**src/pscr_consts.svh**
```systemverilog
// Purpose: Constants for the pack status and cycle register bank
// Assumes: 50 MHz core clock
// Notes:   Offsets are read-word command codes
//
// How it works
// - Init flag low until first one-second update
// - Drain set after quiet current for relax time
// - Drain set on quiet current after termination
// - Drain set on quiet current, charge switch off
// - Drain set at or below negated discharge threshold
// - Drain cleared at or above charge threshold
// - Error 0 for success, 1 for busy
// - Error 2 reserved, 3 unsupported command
// - Error 4 read-only write, 5 range fault
// - Error 6 bad size, 7 unknown fault
// - Cycle count saturates, copied to store on increment
// - Cycle threshold fixed amount or capacity percent
// - Host writes allowed only while unsealed
// - Design capacity from mAh or energy setting
// - Design voltage 14400 default, 7000 to 18000
// - Spec word nibble packing, default 0x0031
// - Power scale is product of both scales
// - Status word layout on command 0x16
// - Low alarms from current or power by mode
`ifndef PSCR_CONSTS_SVH
`define PSCR_CONSTS_SVH

// ==========================================================
// Command codes
`define PSCR_CMD_STATUS   8'h16
`define PSCR_CMD_CYCLE    8'h17
`define PSCR_CMD_DCAP     8'h18
`define PSCR_CMD_DVOLT    8'h19
`define PSCR_CMD_SPEC     8'h1a
`define PSCR_CMD_RSV_LO   8'h70
`define PSCR_CMD_RSV_HI   8'h7f

// ==========================================================
// Reset values
`define PSCR_CYCLE_RST    16'h0000
`define PSCR_DCAP_RST     16'h1130
`define PSCR_DENERGY_RST  16'h1130
`define PSCR_DVOLT_RST    16'h3840
`define PSCR_SPEC_RST     16'h0031
`define PSCR_AMOUNT_RST   16'h1130
`define PSCR_PCT_RST      7'h5a

// ==========================================================
// Limits
`define PSCR_CYCLE_MAX    16'hfffe
`define PSCR_DVOLT_MIN    16'h1b58
`define PSCR_DVOLT_MAX    16'h4650
`define PSCR_PCT_DIV      24'h000064

// ==========================================================
// Spec word fields
`define PSCR_SPEC_VSC_LSB 8
`define PSCR_SPEC_ISC_LSB 12

// ==========================================================
// Error codes
`define PSCR_EC_OK        4'h0
`define PSCR_EC_BUSY      4'h1
`define PSCR_EC_RSVD      4'h2
`define PSCR_EC_UNSUP     4'h3
`define PSCR_EC_DENIED    4'h4
`define PSCR_EC_RANGE     4'h5
`define PSCR_EC_SIZE      4'h6
`define PSCR_EC_UNKNOWN   4'h7

// ==========================================================
// Store word indexes
`define PSCR_NV_CYCLE     3'h0
`define PSCR_NV_DCAP      3'h1
`define PSCR_NV_DENERGY   3'h2
`define PSCR_NV_DVOLT     3'h3
`define PSCR_NV_SPEC      3'h4

// ==========================================================
// Timing
`define PSCR_CLK_MHZ      50
`define PSCR_SEC_MS       1000
`define PSCR_SEC_CYCLES   (`PSCR_SEC_MS * 1000 * `PSCR_CLK_MHZ)
`define PSCR_NV_WR_CYCLES 4'h4

`endif

```
**src/pscr_pkg.sv**
```systemverilog
// Purpose: Types for the pack status and cycle register bank
// Assumes: Nothing beyond the constants header
// Notes:   Structs carry grouped signals across ports
package pscr_pkg;

    // Host command as taken from the serial front end
    typedef struct packed {
        logic        write;
        logic [7:0]  code;
        logic [15:0] wdata;
        logic        bad_size;
        logic        abort;
    } pscr_cmd_t;

    // Alarm and flag inputs from the gauging engine
    typedef struct packed {
        logic overcharge_alarm;
        logic stop_charge_alarm;
        logic overheat_alarm;
        logic stop_discharge_alarm;
        logic low_capacity_alarm_i;
        logic low_capacity_alarm_p;
        logic low_time_alarm_i;
        logic low_time_alarm_p;
        logic full_flag;
        logic empty_flag;
    } pscr_gauge_t;

    // Backing store write mirror state
    typedef enum logic [1:0] {
        NV_IDLE = 2'b01,
        NV_BUSY = 2'b10
    } pscr_nv_state_t;

endpackage

```
**src/pscr_nvstore.sv**
```systemverilog
// Purpose: Nonvolatile backing store image of the configuration words
// Assumes: One write and one read per clock
// Notes:   Read data are registered, one cycle after the address
`timescale 1ns/1ps
`default_nettype none
`include "pscr_consts.svh"

module pscr_nvstore (
    input  wire logic        core_clk_in,  // System clock
    input  wire logic        sys_rst_in,   // Sync reset, high
    input  wire logic        wr_en_in,     // Write strobe
    input  wire logic [2:0]  wr_addr_in,   // Write word index
    input  wire logic [15:0] wr_data_in,   // Write data
    input  wire logic [2:0]  rd_addr_in,   // Read word index
    output logic      [15:0] rd_data_out   // Registered read data
);
    logic [15:0] mem [0:4];

    // =================================================
    // Storage, reset to the configured defaults
    always_ff @(posedge core_clk_in) begin
        if (sys_rst_in) begin
            mem[`PSCR_NV_CYCLE]   <= `PSCR_CYCLE_RST;
            mem[`PSCR_NV_DCAP]    <= `PSCR_DCAP_RST;
            mem[`PSCR_NV_DENERGY] <= `PSCR_DENERGY_RST;
            mem[`PSCR_NV_DVOLT]   <= `PSCR_DVOLT_RST;
            mem[`PSCR_NV_SPEC]    <= `PSCR_SPEC_RST;
        end else if (wr_en_in && wr_addr_in <= `PSCR_NV_SPEC) begin
            mem[wr_addr_in] <= wr_data_in;
        end
    end

    // Read port; unused indexes read zero
    always_ff @(posedge core_clk_in) begin
        if (sys_rst_in) begin
            rd_data_out <= 16'h0000;
        end else if (rd_addr_in <= `PSCR_NV_SPEC) begin
            rd_data_out <= mem[rd_addr_in];
        end else begin
            rd_data_out <= 16'h0000;
        end
    end
endmodule // pscr_nvstore

`default_nettype wire

```
**src/pscr_regs.sv**
```systemverilog
// Purpose: Status word, cycle counter and design words of a gas gauge
// Assumes: Commands arrive one at a time, at least two cycles apart
// Notes:   Alarm values come from the gauging engine outside
`timescale 1ns/1ps
`default_nettype none
`include "pscr_consts.svh"

module pscr_regs #(
    parameter int SEC_CYCLES = `PSCR_SEC_CYCLES  // One-second period
) (
    input  wire logic                core_clk_in,     // 50 MHz clock
    input  wire logic                sys_rst_in,      // Full reset
    input  wire logic                cmd_valid_in,    // Command strobe
    input  wire pscr_pkg::pscr_cmd_t cmd_in,          // Command fields
    input  wire pscr_pkg::pscr_gauge_t gauge_in,      // Engine flags
    input  wire logic signed [15:0]  current_ma_in,   // Measured mA
    input  wire logic        [15:0]  quit_ma_in,      // Quit current
    input  wire logic        [15:0]  dsg_detect_ma_in, // Discharge det.
    input  wire logic        [15:0]  chg_detect_ma_in, // Charge det.
    input  wire logic        [7:0]   relax_s_in,      // Relax time, s
    input  wire logic                chg_term_in,     // Termination seen
    input  wire logic                charge_switch_in, // Switch on
    input  wire logic                sealed_in,       // Sealed flag
    input  wire logic                capacity_mode_in, // 1: energy
    input  wire logic                cycle_threshold_select_in, // 1: %
    input  wire logic        [15:0]  cycle_discharge_amount_in, // mAh
    input  wire logic        [6:0]   cycle_discharge_percent_in, // %
    input  wire logic        [15:0]  full_cap_in,     // Full capacity
    input  wire logic                dsg_mah_pulse_in, // 1 mAh drained
    output logic                     rsp_valid_out,   // Answer pulse
    output logic             [15:0]  rsp_data_out,    // Answer word
    output logic             [15:0]  pack_status_word_out, // Status
    output logic             [4:0]   power_scale_exp_out, // 10^n
    output logic                     nv_busy_out      // Store busy
);
    import pscr_pkg::*;

    logic        init_done_flag;
    logic        draining_flag;
    logic [3:0]  error_code_field;
    logic [15:0] cycle_counter;
    logic [31:0] sec_cnt;
    logic        sec_tick;
    logic [7:0]  relax_cnt;
    logic [16:0] dsg_accum;
    logic        pend;
    pscr_cmd_t   cmd_q;
    logic        copy_pend;
    pscr_nv_state_t nv_state;
    logic [3:0]  nv_cnt;
    logic [15:0] nv_rd_data;
    logic        nv_wr_en;
    logic [2:0]  nv_wr_addr;
    logic [15:0] nv_wr_data;
    logic [2:0]  nv_rd_addr;
    logic [3:0]  next_ec;
    logic        host_wr;
    logic        inc_now;
    logic [15:0] cyc_thresh;
    logic [22:0] pct_prod;

    // Command code to store index, used by read and write paths
    function automatic logic [2:0] nv_index(input logic [7:0] code,
                                            input logic       emode);
        unique case (code)
            `PSCR_CMD_DCAP:  nv_index = emode ? `PSCR_NV_DENERGY
                                              : `PSCR_NV_DCAP;
            `PSCR_CMD_DVOLT: nv_index = `PSCR_NV_DVOLT;
            `PSCR_CMD_SPEC:  nv_index = `PSCR_NV_SPEC;
            default:         nv_index = `PSCR_NV_CYCLE;
        endcase
    endfunction

    // True for the command codes this bank owns
    function automatic logic own_code(input logic [7:0] code);
        own_code = code >= `PSCR_CMD_STATUS && code <= `PSCR_CMD_SPEC;
    endfunction

    // =================================================
    // One-second time base and initialisation
    assign sec_tick = (sec_cnt == 32'(SEC_CYCLES - 1));

    always_ff @(posedge core_clk_in) begin
        if (sys_rst_in) begin
            sec_cnt <= 32'h0000_0000;
        end else if (sec_tick) begin
            sec_cnt <= 32'h0000_0000;
        end else begin
            sec_cnt <= sec_cnt + 32'h0000_0001;
        end
    end

    // First full update pass ends at the first second boundary
    always_ff @(posedge core_clk_in) begin
        if (sys_rst_in) begin
            init_done_flag <= 1'b0;
        end else if (sec_tick) begin
            init_done_flag <= 1'b1;
        end
    end

    // =================================================
    // Discharge state detection
    logic quiet;
    logic dsg_det;
    logic chg_det;
    assign quiet   = 17'(signed'(current_ma_in)) <=
                     signed'({1'b0, quit_ma_in});
    assign dsg_det = 17'(signed'(current_ma_in)) <=
                     -signed'({1'b0, dsg_detect_ma_in});
    assign chg_det = 17'(signed'(current_ma_in)) >=
                     signed'({1'b0, chg_detect_ma_in});

    // Seconds spent continuously at or below quit current
    always_ff @(posedge core_clk_in) begin
        if (sys_rst_in || !quiet) begin
            relax_cnt <= 8'h00;
        end else if (sec_tick && relax_cnt != 8'hff) begin
            relax_cnt <= relax_cnt + 8'h01;
        end
    end

    // Clear has priority; neither condition keeps the old value
    always_ff @(posedge core_clk_in) begin
        if (sys_rst_in) begin
            draining_flag <= 1'b0;
        end else if (chg_det) begin
            draining_flag <= 1'b0;
        end else if (quiet && relax_cnt >= relax_s_in) begin
            draining_flag <= 1'b1;
        end else if (quiet && chg_term_in) begin
            draining_flag <= 1'b1;
        end else if (quiet && !charge_switch_in) begin
            draining_flag <= 1'b1;
        end else if (dsg_det) begin
            draining_flag <= 1'b1;
        end
    end

    // =================================================
    // Cycle counting on accumulated discharge
    assign pct_prod   = 23'(full_cap_in) * 23'(cycle_discharge_percent_in);
    assign cyc_thresh = cycle_threshold_select_in
                      ? 16'(24'(pct_prod) / `PSCR_PCT_DIV)
                      : cycle_discharge_amount_in;
    assign inc_now    = dsg_mah_pulse_in && cyc_thresh != 16'h0000 &&
                        dsg_accum + 17'h00001 >= {1'b0, cyc_thresh};

    always_ff @(posedge core_clk_in) begin
        if (sys_rst_in) begin
            dsg_accum <= 17'h00000;
        end else if (inc_now) begin
            dsg_accum <= 17'h00000;
        end else if (dsg_mah_pulse_in && dsg_accum != 17'h1ffff) begin
            dsg_accum <= dsg_accum + 17'h00001;
        end
    end

    // Host write wins over a same-cycle increment
    always_ff @(posedge core_clk_in) begin
        if (sys_rst_in) begin
            cycle_counter <= `PSCR_CYCLE_RST;
        end else if (host_wr && cmd_q.code == `PSCR_CMD_CYCLE) begin
            cycle_counter <= cmd_q.wdata;
        end else if (inc_now && cycle_counter < `PSCR_CYCLE_MAX) begin
            cycle_counter <= cycle_counter + 16'h0001;
        end
    end

    // Copy request; a new increment wins over the clear
    always_ff @(posedge core_clk_in) begin
        if (sys_rst_in) begin
            copy_pend <= 1'b0;
        end else if (inc_now && cycle_counter < `PSCR_CYCLE_MAX) begin
            copy_pend <= 1'b1;
        end else if (nv_state == NV_IDLE && !host_wr) begin
            copy_pend <= 1'b0;
        end
    end

    // =================================================
    // Command handling
    always_ff @(posedge core_clk_in) begin
        if (sys_rst_in) begin
            pend  <= 1'b0;
            cmd_q <= '0;
        end else begin
            pend <= cmd_valid_in && !pend;
            if (cmd_valid_in && !pend) begin
                cmd_q <= cmd_in;
            end
        end
    end

    // Outcome of the held command, in priority order
    always_comb begin
        next_ec = `PSCR_EC_OK;
        if (cmd_q.abort) begin
            next_ec = `PSCR_EC_UNKNOWN;
        end else if (cmd_q.code >= `PSCR_CMD_RSV_LO &&
                     cmd_q.code <= `PSCR_CMD_RSV_HI) begin
            next_ec = `PSCR_EC_RSVD;
        end else if (!own_code(cmd_q.code)) begin
            next_ec = `PSCR_EC_UNSUP;
        end else if (cmd_q.write) begin
            if (sealed_in || cmd_q.code == `PSCR_CMD_STATUS) begin
                next_ec = `PSCR_EC_DENIED;
            end else if (cmd_q.bad_size) begin
                next_ec = `PSCR_EC_SIZE;
            end else if (!init_done_flag || nv_state != NV_IDLE) begin
                next_ec = `PSCR_EC_BUSY;
            end else if (cmd_q.code == `PSCR_CMD_DVOLT &&
                         (cmd_q.wdata < `PSCR_DVOLT_MIN ||
                          cmd_q.wdata > `PSCR_DVOLT_MAX)) begin
                next_ec = `PSCR_EC_RANGE;
            end
        end
    end

    assign host_wr = pend && cmd_q.write && next_ec == `PSCR_EC_OK;

    // Error field follows the most recent command
    always_ff @(posedge core_clk_in) begin
        if (sys_rst_in) begin
            error_code_field <= `PSCR_EC_OK;
        end else if (pend) begin
            error_code_field <= next_ec;
        end
    end

    // =================================================
    // Backing store port and write timing
    assign nv_rd_addr = nv_index(cmd_in.code, capacity_mode_in);
    assign nv_wr_en   = host_wr ||
                        (nv_state == NV_IDLE && copy_pend);
    assign nv_wr_addr = host_wr ? nv_index(cmd_q.code, capacity_mode_in)
                                : `PSCR_NV_CYCLE;
    assign nv_wr_data = host_wr ? cmd_q.wdata : cycle_counter;

    always_ff @(posedge core_clk_in) begin
        if (sys_rst_in) begin
            nv_state <= NV_IDLE;
            nv_cnt   <= 4'h0;
        end else begin
            unique case (nv_state)
                NV_IDLE: begin
                    if (nv_wr_en) begin
                        nv_state <= NV_BUSY;
                        nv_cnt   <= `PSCR_NV_WR_CYCLES;
                    end
                end
                NV_BUSY: begin
                    nv_cnt <= nv_cnt - 4'h1;
                    if (nv_cnt == 4'h1) begin
                        nv_state <= NV_IDLE;
                    end
                end
            endcase
        end
    end

    pscr_nvstore u_store (
        .core_clk_in (core_clk_in),
        .sys_rst_in  (sys_rst_in),
        .wr_en_in    (nv_wr_en),
        .wr_addr_in  (nv_wr_addr),
        .wr_data_in  (nv_wr_data),
        .rd_addr_in  (nv_rd_addr),
        .rd_data_out (nv_rd_data)
    );

    // =================================================
    // Status word and answers
    logic [15:0] status_w;
    assign status_w = {gauge_in.overcharge_alarm,
                       gauge_in.stop_charge_alarm, 1'b0,
                       gauge_in.overheat_alarm,
                       gauge_in.stop_discharge_alarm, 1'b0,
                       capacity_mode_in ? gauge_in.low_capacity_alarm_p
                                        : gauge_in.low_capacity_alarm_i,
                       capacity_mode_in ? gauge_in.low_time_alarm_p
                                        : gauge_in.low_time_alarm_i,
                       init_done_flag, draining_flag,
                       gauge_in.full_flag, gauge_in.empty_flag,
                       error_code_field};

    always_ff @(posedge core_clk_in) begin
        if (sys_rst_in) begin
            pack_status_word_out <= 16'h0000;
            nv_busy_out          <= 1'b0;
        end else begin
            pack_status_word_out <= status_w;
            nv_busy_out          <= nv_state == NV_BUSY || copy_pend;
        end
    end

    // One pulse per command; writes and refused reads answer zero
    always_ff @(posedge core_clk_in) begin
        if (sys_rst_in) begin
            rsp_valid_out <= 1'b0;
            rsp_data_out  <= 16'h0000;
        end else begin
            rsp_valid_out <= pend;
            if (!pend || cmd_q.write || next_ec != `PSCR_EC_OK) begin
                rsp_data_out <= 16'h0000;
            end else if (cmd_q.code == `PSCR_CMD_STATUS) begin
                rsp_data_out <= status_w;
            end else if (cmd_q.code == `PSCR_CMD_CYCLE) begin
                rsp_data_out <= cycle_counter;
            end else begin
                rsp_data_out <= nv_rd_data;
            end
        end
    end

    // Power scale exponent, held beside the stored spec word
    always_ff @(posedge core_clk_in) begin
        if (sys_rst_in) begin
            power_scale_exp_out <=
                5'(`PSCR_SPEC_RST >> `PSCR_SPEC_VSC_LSB & 16'h000f) +
                5'(`PSCR_SPEC_RST >> `PSCR_SPEC_ISC_LSB & 16'h000f);
        end else if (host_wr && cmd_q.code == `PSCR_CMD_SPEC) begin
            power_scale_exp_out <=
                5'(cmd_q.wdata[`PSCR_SPEC_VSC_LSB +: 4]) +
                5'(cmd_q.wdata[`PSCR_SPEC_ISC_LSB +: 4]);
        end
    end

    // =================================================
    // Checks
    chk_chg_clear: assert property (@(posedge core_clk_in)
        disable iff (sys_rst_in) chg_det |=> !draining_flag)
        else $error("drain flag not cleared on charge");
    chk_drain_dsg_set: assert property (@(posedge core_clk_in)
        disable iff (sys_rst_in) (dsg_det && !chg_det) |=> draining_flag)
        else $error("drain flag not set on discharge");
    chk_drain_hold: assert property (@(posedge core_clk_in)
        disable iff (sys_rst_in) (!quiet && !dsg_det && !chg_det)
        |=> $stable(draining_flag))
        else $error("drain flag moved without cause");
    chk_init_wait: assert property (@(posedge core_clk_in)
        disable iff (sys_rst_in) !init_done_flag && !sec_tick
        |=> !init_done_flag)
        else $error("init flag set early");
    chk_cycle_sat: assert property (@(posedge core_clk_in)
        disable iff (sys_rst_in) cycle_counter <= `PSCR_CYCLE_MAX)
        else $error("cycle count above limit");
    chk_cycle_copy: assert property (@(posedge core_clk_in)
        disable iff (sys_rst_in)
        $rose(copy_pend) |-> ##[0:6] (nv_wr_en && !host_wr))
        else $error("cycle count not copied");
    chk_sealed_deny: assert property (@(posedge core_clk_in)
        disable iff (sys_rst_in) pend && cmd_q.write && sealed_in
        && own_code(cmd_q.code) && !cmd_q.abort
        |-> !host_wr ##1 error_code_field == `PSCR_EC_DENIED)
        else $error("sealed write not refused");
    chk_err_update: assert property (@(posedge core_clk_in)
        disable iff (sys_rst_in) pend && !sys_rst_in |=> rsp_valid_out
        && error_code_field == $past(next_ec))
        else $error("error field not updated");
    chk_status_ec: assert property (@(posedge core_clk_in)
        disable iff (sys_rst_in)
        !sys_rst_in |=> pack_status_word_out[7:0] == {$past(init_done_flag),
        $past(draining_flag), $past(status_w[5:4]),
        $past(error_code_field)})
        else $error("status word low byte wrong");
endmodule // pscr_regs

`default_nettype wire

```
**config.mk**
```make
export PLATFORM = sky130hd
export DESIGN_NAME = pscr_regs
export DESIGN_NICKNAME = d
export VERILOG_FILES = /design/src/pscr_pkg.sv /design/src/pscr_nvstore.sv /design/src/pscr_regs.sv
export VERILOG_INCLUDE_DIRS = /design/src
export SDC_FILE = /design/constraint.sdc
export NUM_CORES = 1
export LEC_CHECK = 0
export ABC_AREA = 1
export BUFFER_PORTS_ARGS = -buffer_cell sky130_fd_sc_hd__buf_2
export CAP_MARGIN = 5
export CORE_UTILIZATION = 46
export CTS_BUF_LIST = sky130_fd_sc_hd__clkbuf_4 sky130_fd_sc_hd__clkbuf_8 sky130_fd_sc_hd__clkbuf_16
export CTS_CLUSTER_SIZE = 10
export DETAILED_ROUTE_END_ITERATION = 16
export SLEW_MARGIN = 20
export SYNTH_ARGS = -nofsm -noshare
export SYNTH_HDL_FRONTEND = slang
export SYNTH_SLANG_ARGS = --single-unit
```
**constraint.sdc**
```tcl
create_clock -name core_clk_in -period 39.4 [get_ports core_clk_in]
set_input_delay 3.94 -clock core_clk_in [delete_from_list [all_inputs] [get_ports core_clk_in]]
set_output_delay 3.94 -clock core_clk_in [all_outputs]
set_load 0.03 [all_outputs]
```
# Word-level counts from Yosys, hierarchy flattened
# Memories as Yosys holds them, arrays and structs flattened. A register that Yosys moved wholly into a read port is not among the register bits.
# Index checks and enable logic that the tools add are counted.
totals:
  memories: 1
  word_cells: 150
  ramBits: 80
  out_inout_bits: 39
  reg_bits: 153
classes:
  div_mod_pow: 1
  mux: 39
  n_addsub: 7
  n_bitwise: 1
  n_mul: 1
  reduce_logical: 46
  n_lt_le_gt_ge: 14
  n_eq_ne: 17
memory_table:
  columns: ["name", "words", "word_bits", "rd", "rd_ports_with_merged_regs", "wr", "line", "rtl"]
  rows:
  - ["u_store.mem", 5, 16, 1, 1, 5, "pscr_nvstore.sv:17", "logic [15:0] mem [0:4];"]
ops:
  columns: ["cell", "count"]
  rows:
  - ["$mux 16", 7]
  - ["$eq 8x5->1 const B", 8]
  - ["$le 16x17->1", 2]
  - ["$add 32x1->32 const B", 1]
  - ["$eq 32x26->1 const B", 1]
  - ["$mux 3", 10]
  - ["$div 23x7->24 const B", 1]
  - ["$mul 16x7->23", 1]
  - ["$logic_and 1x1->1", 19]
  - ["$pmux 3 s3", 2]
  - ["$add 17x1->17 const B", 1]
  - ["$ge 16x17->1", 1]
  - ["$ge 17x16->1", 1]
  - ["$ne 17x17->1 const B", 1]
  - ["$neg 16->17", 1]
  - ["$add 16x1->16 const B", 1]
  - ["$gt 16x15->1 const B", 1]
  - ["$lt 16x13->1 const B", 1]
  - ["$lt 16x16->1 const B", 1]
  - ["$reduce_bool 16->1", 1]
  - ["$reduce_or 16->1", 1]
  - ["$mux 1", 14]
  - ["$reduce_or 2->1", 5]
  - ["$add 8x1->8 const B", 1]
  - ["other kinds (26)", 43]

# Depth between registers and ports, before layout
depth:
  ltp_word: 21
  depth_mapped: 126
  mapped_depth_nobuf: 124

# Cells and area by module
# From an unflattened synthesis, not the netlist that was laid out.
unflattened:
  cells_unflattened: 3157
  hier_area_um2: 22940.8
modules_own_cells:
  columns: ["mod", "n_inst", "cells_per_inst", "area_per_inst_um2", "seq_area_each_um2"]
  rows:
  - ["pscr_regs", 1, 2460, 16470.8, 2982.9]
  - ["pscr_nvstore", 1, 697, 6470.0, 4164.0]

# Least setup slack after synthesis
# Ideal clock, no wire load.
synth_timing:
  path_kind: "input-to-reg"
  startpoint: "in cycle_discharge_percent_in[6]"
  endpoint: "reg cycle_counter[12]"
  path_slack_ps: 23351
  arrival_time_ps: 15983
  stages: 110
  required_time_ps: 39334
  setup_time_ps: 66
  path_buffers: 3
  path_cell_list: "clkbuf_1 > clkbuf_1 > nand2_1 > fa_1 > fa_1 > inv_1 > fa_1 > inv_1 > fa_1 > inv_1 > ha_1 > nand2_1 > inv_1 > nand2_1 > nand2_1 > nand2_1 > nand3_1 > nand2_1 > (+74 left out) > nand2_1 > nand2_2 > inv_1 > ha_1 > o21ai_0 > a221oi_1 > o211ai_1 > nand2_1 > a2111oi_0 > nor4_1 > o31ai_1 > nand2_1 > inv_1 > nand3_4 > nand2_4 > buf_8 > nand2_1 > a21oi_2"
synth_between:
  elab_chain_len: 8
  word_cells_on_any_way: 9
  cone_classes: "mul: 1; div: 1; order compare: 1; mux: 1; reduce/logical: 5"
synth_rtl:
  columns: ["item", "line", "rtl"]
  rows:
  - ["start: declaration", "pscr_regs.sv:27", "input wire logic [6:0] cycle_discharge_percent_in,"]
  - ["$mul 16x7->23 (*)", "pscr_regs.sv:142", "assign pct_prod = 23'(full_cap_in) * 23'(cycle_discharge_percent_in);"]
  - ["$div 23x7->24 (no line) (*)", null, null]
  - ["$mux 16 (*)", "pscr_regs.sv:143", "assign cyc_thresh = cycle_threshold_select_in"]
  - ["parallel branches: the longest is 2 deep, another holds $ge 17x16->1", null, null]
  - ["$logic_and 1x1->1 (*)", "pscr_regs.sv:146", "assign inc_now = dsg_mah_pulse_in && cyc_thresh != 16'h0000 &&"]
  - ["$logic_and 1x1->1 (no line) (*)", null, null]
  - ["$reduce_bool 2->1 (no line) (*)", null, null]
  - ["end signal: assignment", "pscr_regs.sv:162", "cycle_counter <= `PSCR_CYCLE_RST;"]
  - ["end signal: assignment", "pscr_regs.sv:164", "cycle_counter <= cmd_q.wdata;"]
  - ["end signal: assignment", "pscr_regs.sv:166", "cycle_counter <= cycle_counter + 16'h0001;"]
  - ["end: declaration", "pscr_regs.sv:41", "logic [15:0] cycle_counter;"]
# Mark *: on every way between the ends.
# A chain may end at the register's enable or synchronous reset.

# Worst setup path after layout
layout_timing:
  startpoint: "in cycle_discharge_percent_in[6]"
  endpoint: "reg cycle_counter[7]"
# Same word-level chain as after synthesis.

==> flow_metrics.py <==
metrics = {
    "run_status": {
        "outcome": "finished clean",
    },
    "sta": {
        "period_minus_slack_ns": 17.13,
        "rsz0062_at_grt": "false",
        "tns_ns": 0,
        "holdWs_ns": 0.4505,
        "timing.final.hold_violations": 0,
        "maxClockFrequency_mhz": 58.37,
        "slew_headroom_pct": 29.10,
        "finalSetupViolations": 0,
        "worst-slew-pin-transition_ns": 1.062,
        "clock-skew-final_ns": 0.04048,
        "max_transition_viols_final": 0,
        "final_min_period_over_clock_period_pct": 43.49,
    },
    "placed_design": {
        "place_inst": 3588,
        "place.detailed.hpwl_um": 42950,
        "portBuffers": 192,
        "gp_congestion": 0.8947,
    },
    "finish": {
        "layout.cells.most_common_list": "551 x sky130_fd_sc_hd__nand2_1, 483 x sky130_fd_sc_hd__inv_1, 315 x sky130_fd_sc_hd__nor2_1, 192 x sky130_fd_sc_hd__buf_2, 172 x sky130_fd_sc_hd__o21ai_0",
        "finalNetCount": 3387,
        "finalNonFillerCells": 3647,
        "fillers": 4315,
        "antenna-diode-count": 0,
        "final_layout_size_suffix_gt1_share_pct": 15.74,
        "mostFrequentLayoutCell": "sky130_fd_sc_hd__nand2_1",
        "synthToLayoutAreaGrowth_pct": 12.79,
    },
    "drt": {
        "drt_first_iter_violations": 1023,
        "postRouteWirelength_um": 55710,
        "drc": 0,
        "avgViaCountPerCell": 5.181,
        "drt-pass1-iter-count": 5,
        "route.antenna.remaining_nets": 0,
        "via_count": 18900,
        "drt-wirelength-per-cell_um": 15.28,
    },
    "critical_path": {
        "timing.rr.start": "cmd_q[8]$_SDFFE_PP0P_",
        "timing.critical_path.slowest_cell_delay_ns": 0.54,
        "critical_path.endpoint_type": "register",
        "worst-r2r-cell-count": 21,
        "timing.critical_path.arrival_ns": 17.56,
        "worst-setup-path-type": "in2reg",
        "r2r_setup_slack_ns": 33.83,
        "worstPathRequired_ns": 39.83,
        "timing.rr.end": "u_store.mem[3][7]$_SDFFCE_PN0P_",
        "timing.critical_path.mode_cell": "sky130_fd_sc_hd__nand2_4",
        "crit_fanout": 17,
        "timing.critical_path.slowest_stage_cell": "sky130_fd_sc_hd__fa_1",
        "worstSetupStartpointType": "input port",
    },
    "floorplan": {
        "dieWidth_um": 214.6,
        "placeableCoreArea_mm2": 0.04441,
        "area_enclosed_by_the_die_boundary_mm2": 0.04604,
        "floorplan.die.height_um": 214.6,
        "initial_utilization_pct": 46.80,
        "design.portCount": 196,
        "num_rows": 77,
    },
    "synthesis": {
        "number_of_enable_flip_flop_cells_after_synthesis": 96,
        "synthFlopType": "sky130_fd_sc_hd__dfxtp_1",
        "syn-mean-instance-area_um2": 7.293,
        "mapped_cell_area_mm2": 0.02079,
        "synth-seq-cells": 261,
        "count_of_mapped_cells_out_of_synthesis": 2850,
        "yosys.cell_types.count": 68,
        "synth.yosys.seq_area_share_pct": 29.76,
        "synth_async_sr_flop_share_pct": 0,
        "synth_warn": 0,
    },
    "clock_tree": {
        "number_of_cells_upsized_or_downsized_after_cts": 0,
        "clk_latency_ns": 0.56,
        "cts_post_setup_buffers_inserted": 0,
        "cts_tree": "built",
        "cts_num_sinks": 261,
        "ctsHtreeMaxLevel": 2,
        "cts_inserted_buffers": 34,
        "clkTransAtPathRegs_ns": 0.06,
        "postCtsHoldBufs": 0,
        "maximum_clock_insertion_buffer_count": 3,
        "clockRootBuffer": "sky130_fd_sc_hd__clkbuf_16",
    },
    "global_route": {
        "first_global_vias": 18590,
        "grt_antenna_before_repair": 1,
        "grtUsageTotal_pct": 24.21,
        "grt_first_pass_wirelength_um": 91330,
        "grt.overflow.total": 0,
        "largest_net_degree_at_the_start_of_global_routing": 56,
    },
    "hold_path": {
        "holdCritStartpoint": "sec_cnt[0]$_SDFF_PP0_",
        "end_point_of_the_most_critical_hold_path": "sec_cnt[0]$_SDFF_PP0_",
        "hold_class": "reg2reg",
        "min_delay_path_depth": 1,
    },
    "run": {
        "max-cap-violations": 0,
    },
}
[worst max path at each step]
stage                                   from                        endpoint  slack, ns  cells past startpoint
6_report       cycle_discharge_percent_in[6]   cycle_counter[7]$_SDFFE_PP0P_      22.27                    107
5_1_grt        cycle_discharge_percent_in[6]   cycle_counter[1]$_SDFFE_PP0P_      20.81                    108
3_3_place_gp   cycle_discharge_percent_in[2]   cycle_counter[4]$_SDFFE_PP0P_      22.31                    103
2_1_floorplan  cycle_discharge_percent_in[6]  cycle_counter[12]$_SDFFE_PP0P_      23.35                    110
3_5_place_dp   cycle_discharge_percent_in[6]   cycle_counter[7]$_SDFFE_PP0P_      21.78                    105
4_1_cts        cycle_discharge_percent_in[6]   cycle_counter[7]$_SDFFE_PP0P_      22.29                    105
[per-layer routing]
layer	routed length [um]	global-route usage, %	vias up	part of all wire, %
met5	14	0	-	0.025
met4	1399	8.310	2	2.5
met3	2242	2.312	85	4.0
met2	27590	43.30	411	50
met1	24460	30.31	8842	44
li1	-	-	9556	-
[layout make-up]
type | count | area [um2] | area share, %
Multi-Input combinational cell | 2010 | 12360 | 52.73
Sequential cell | 261 | 6186 | 26.39
Inverter | 518 | 1958 | 8.352
Timing Repair Buffer | 207 | 1074 | 4.579
Clock buffer | 50 | 977.2 | 4.168
Tap cell | 592 | 740.7 | 3.160
Clock inverter | 9 | 146.4 | 0.6244
[cell families (layout without fill, tap and decap cells)]
logic type | after synthesis | in the layout | synth area share, %
compound gates | 436 | 436 | 12.12
fa+ha+maj | 198 | 198 | 14.45
xor+xnor | 60 | 60 | 2.655
buf+inv | 598 | 784 | 11.24
flops | 261 | 261 | 29.76
simple gates | 1290 | 1290 | 29.48
mux | 6 | 6 | 0.2889
other cells | 1 | 20 | 0.01804
[synthesized netlist by cell type (10+ instances only)]
| library cell | number | share of area (%) |
|---|---|---|
| sky130_fd_sc_hd__nand2_2 | 66 | 2.0 |
| sky130_fd_sc_hd__nor4_1 | 25 | 0.75 |
| sky130_fd_sc_hd__clkbuf_1 | 60 | 1.1 |
| sky130_fd_sc_hd__nand2_1 | 551 | 10 |
| sky130_fd_sc_hd__nor3_1 | 42 | 1.0 |
| sky130_fd_sc_hd__a31oi_1 | 10 | 0.30 |
| sky130_fd_sc_hd__a211oi_1 | 47 | 1.7 |
| sky130_fd_sc_hd__o21ai_1 | 12 | 0.29 |
| sky130_fd_sc_hd__ha_1 | 128 | 7.7 |
| sky130_fd_sc_hd__nand4_1 | 52 | 1.6 |
| sky130_fd_sc_hd__edfxtp_1 | 96 | 14 |
| sky130_fd_sc_hd__inv_1 | 483 | 8.7 |
| sky130_fd_sc_hd__fa_1 | 70 | 6.7 |
| sky130_fd_sc_hd__nand3_2 | 14 | 0.67 |
| sky130_fd_sc_hd__nor2_1 | 315 | 5.7 |
| sky130_fd_sc_hd__a21oi_1 | 121 | 2.9 |
| sky130_fd_sc_hd__xor2_1 | 49 | 2.1 |
| sky130_fd_sc_hd__nor2_2 | 10 | 0.30 |
| sky130_fd_sc_hd__dfxtp_1 | 165 | 16 |
| sky130_fd_sc_hd__inv_2 | 33 | 0.60 |
| sky130_fd_sc_hd__nand2_4 | 40 | 2.2 |
| sky130_fd_sc_hd__nor2_4 | 11 | 0.60 |
| sky130_fd_sc_hd__o22ai_1 | 17 | 0.51 |
| sky130_fd_sc_hd__nand3_1 | 130 | 3.1 |
| sky130_fd_sc_hd__o21ai_0 | 172 | 4.1 |
[through the flow]
stage | setup slack (ns) | area [um2] | util (%)
floorplan | 23.35 | 20860 | -
global placement | 22.31 | 22320 | 50.26
detailed placement | 21.78 | 22320 | 50.26
CTS | 22.29 | 23440 | 52.78
global route | 20.81 | 23440 | 52.78
finish | 22.27 | 23440 | 52.78
[critical path, delay by kind of cell]
kind | cells | cell delay (ns)
buffers and inverters | 11 | 0.83
adders and majority gates | 6 | 2.65
and+or+nand+nor | 84 | 9.00
AOI/OAI and AO/OA | 6 | 1.14
[registers in the layout, summed over array words and instances (netlist names), 2 cells and up]
| register | count |
|---|---|
| error_code_field | 3 |
| dsg_accum | 17 |
| nv_state | 2 |
| pack_status_word_out | 13 |
| relax_cnt | 8 |
| cycle_counter | 16 |
| u_store.rd_data_out | 16 |
| power_scale_exp_out | 5 |
| sec_cnt | 32 |
| u_store.mem | 96 |
| rsp_data_out | 16 |
| nv_cnt | 4 |
| cmd_q | 27 |
Power is left out: the tool's default activity adds up to more than one toggle a clock period on the data nets, which glitch-free logic cannot reach.
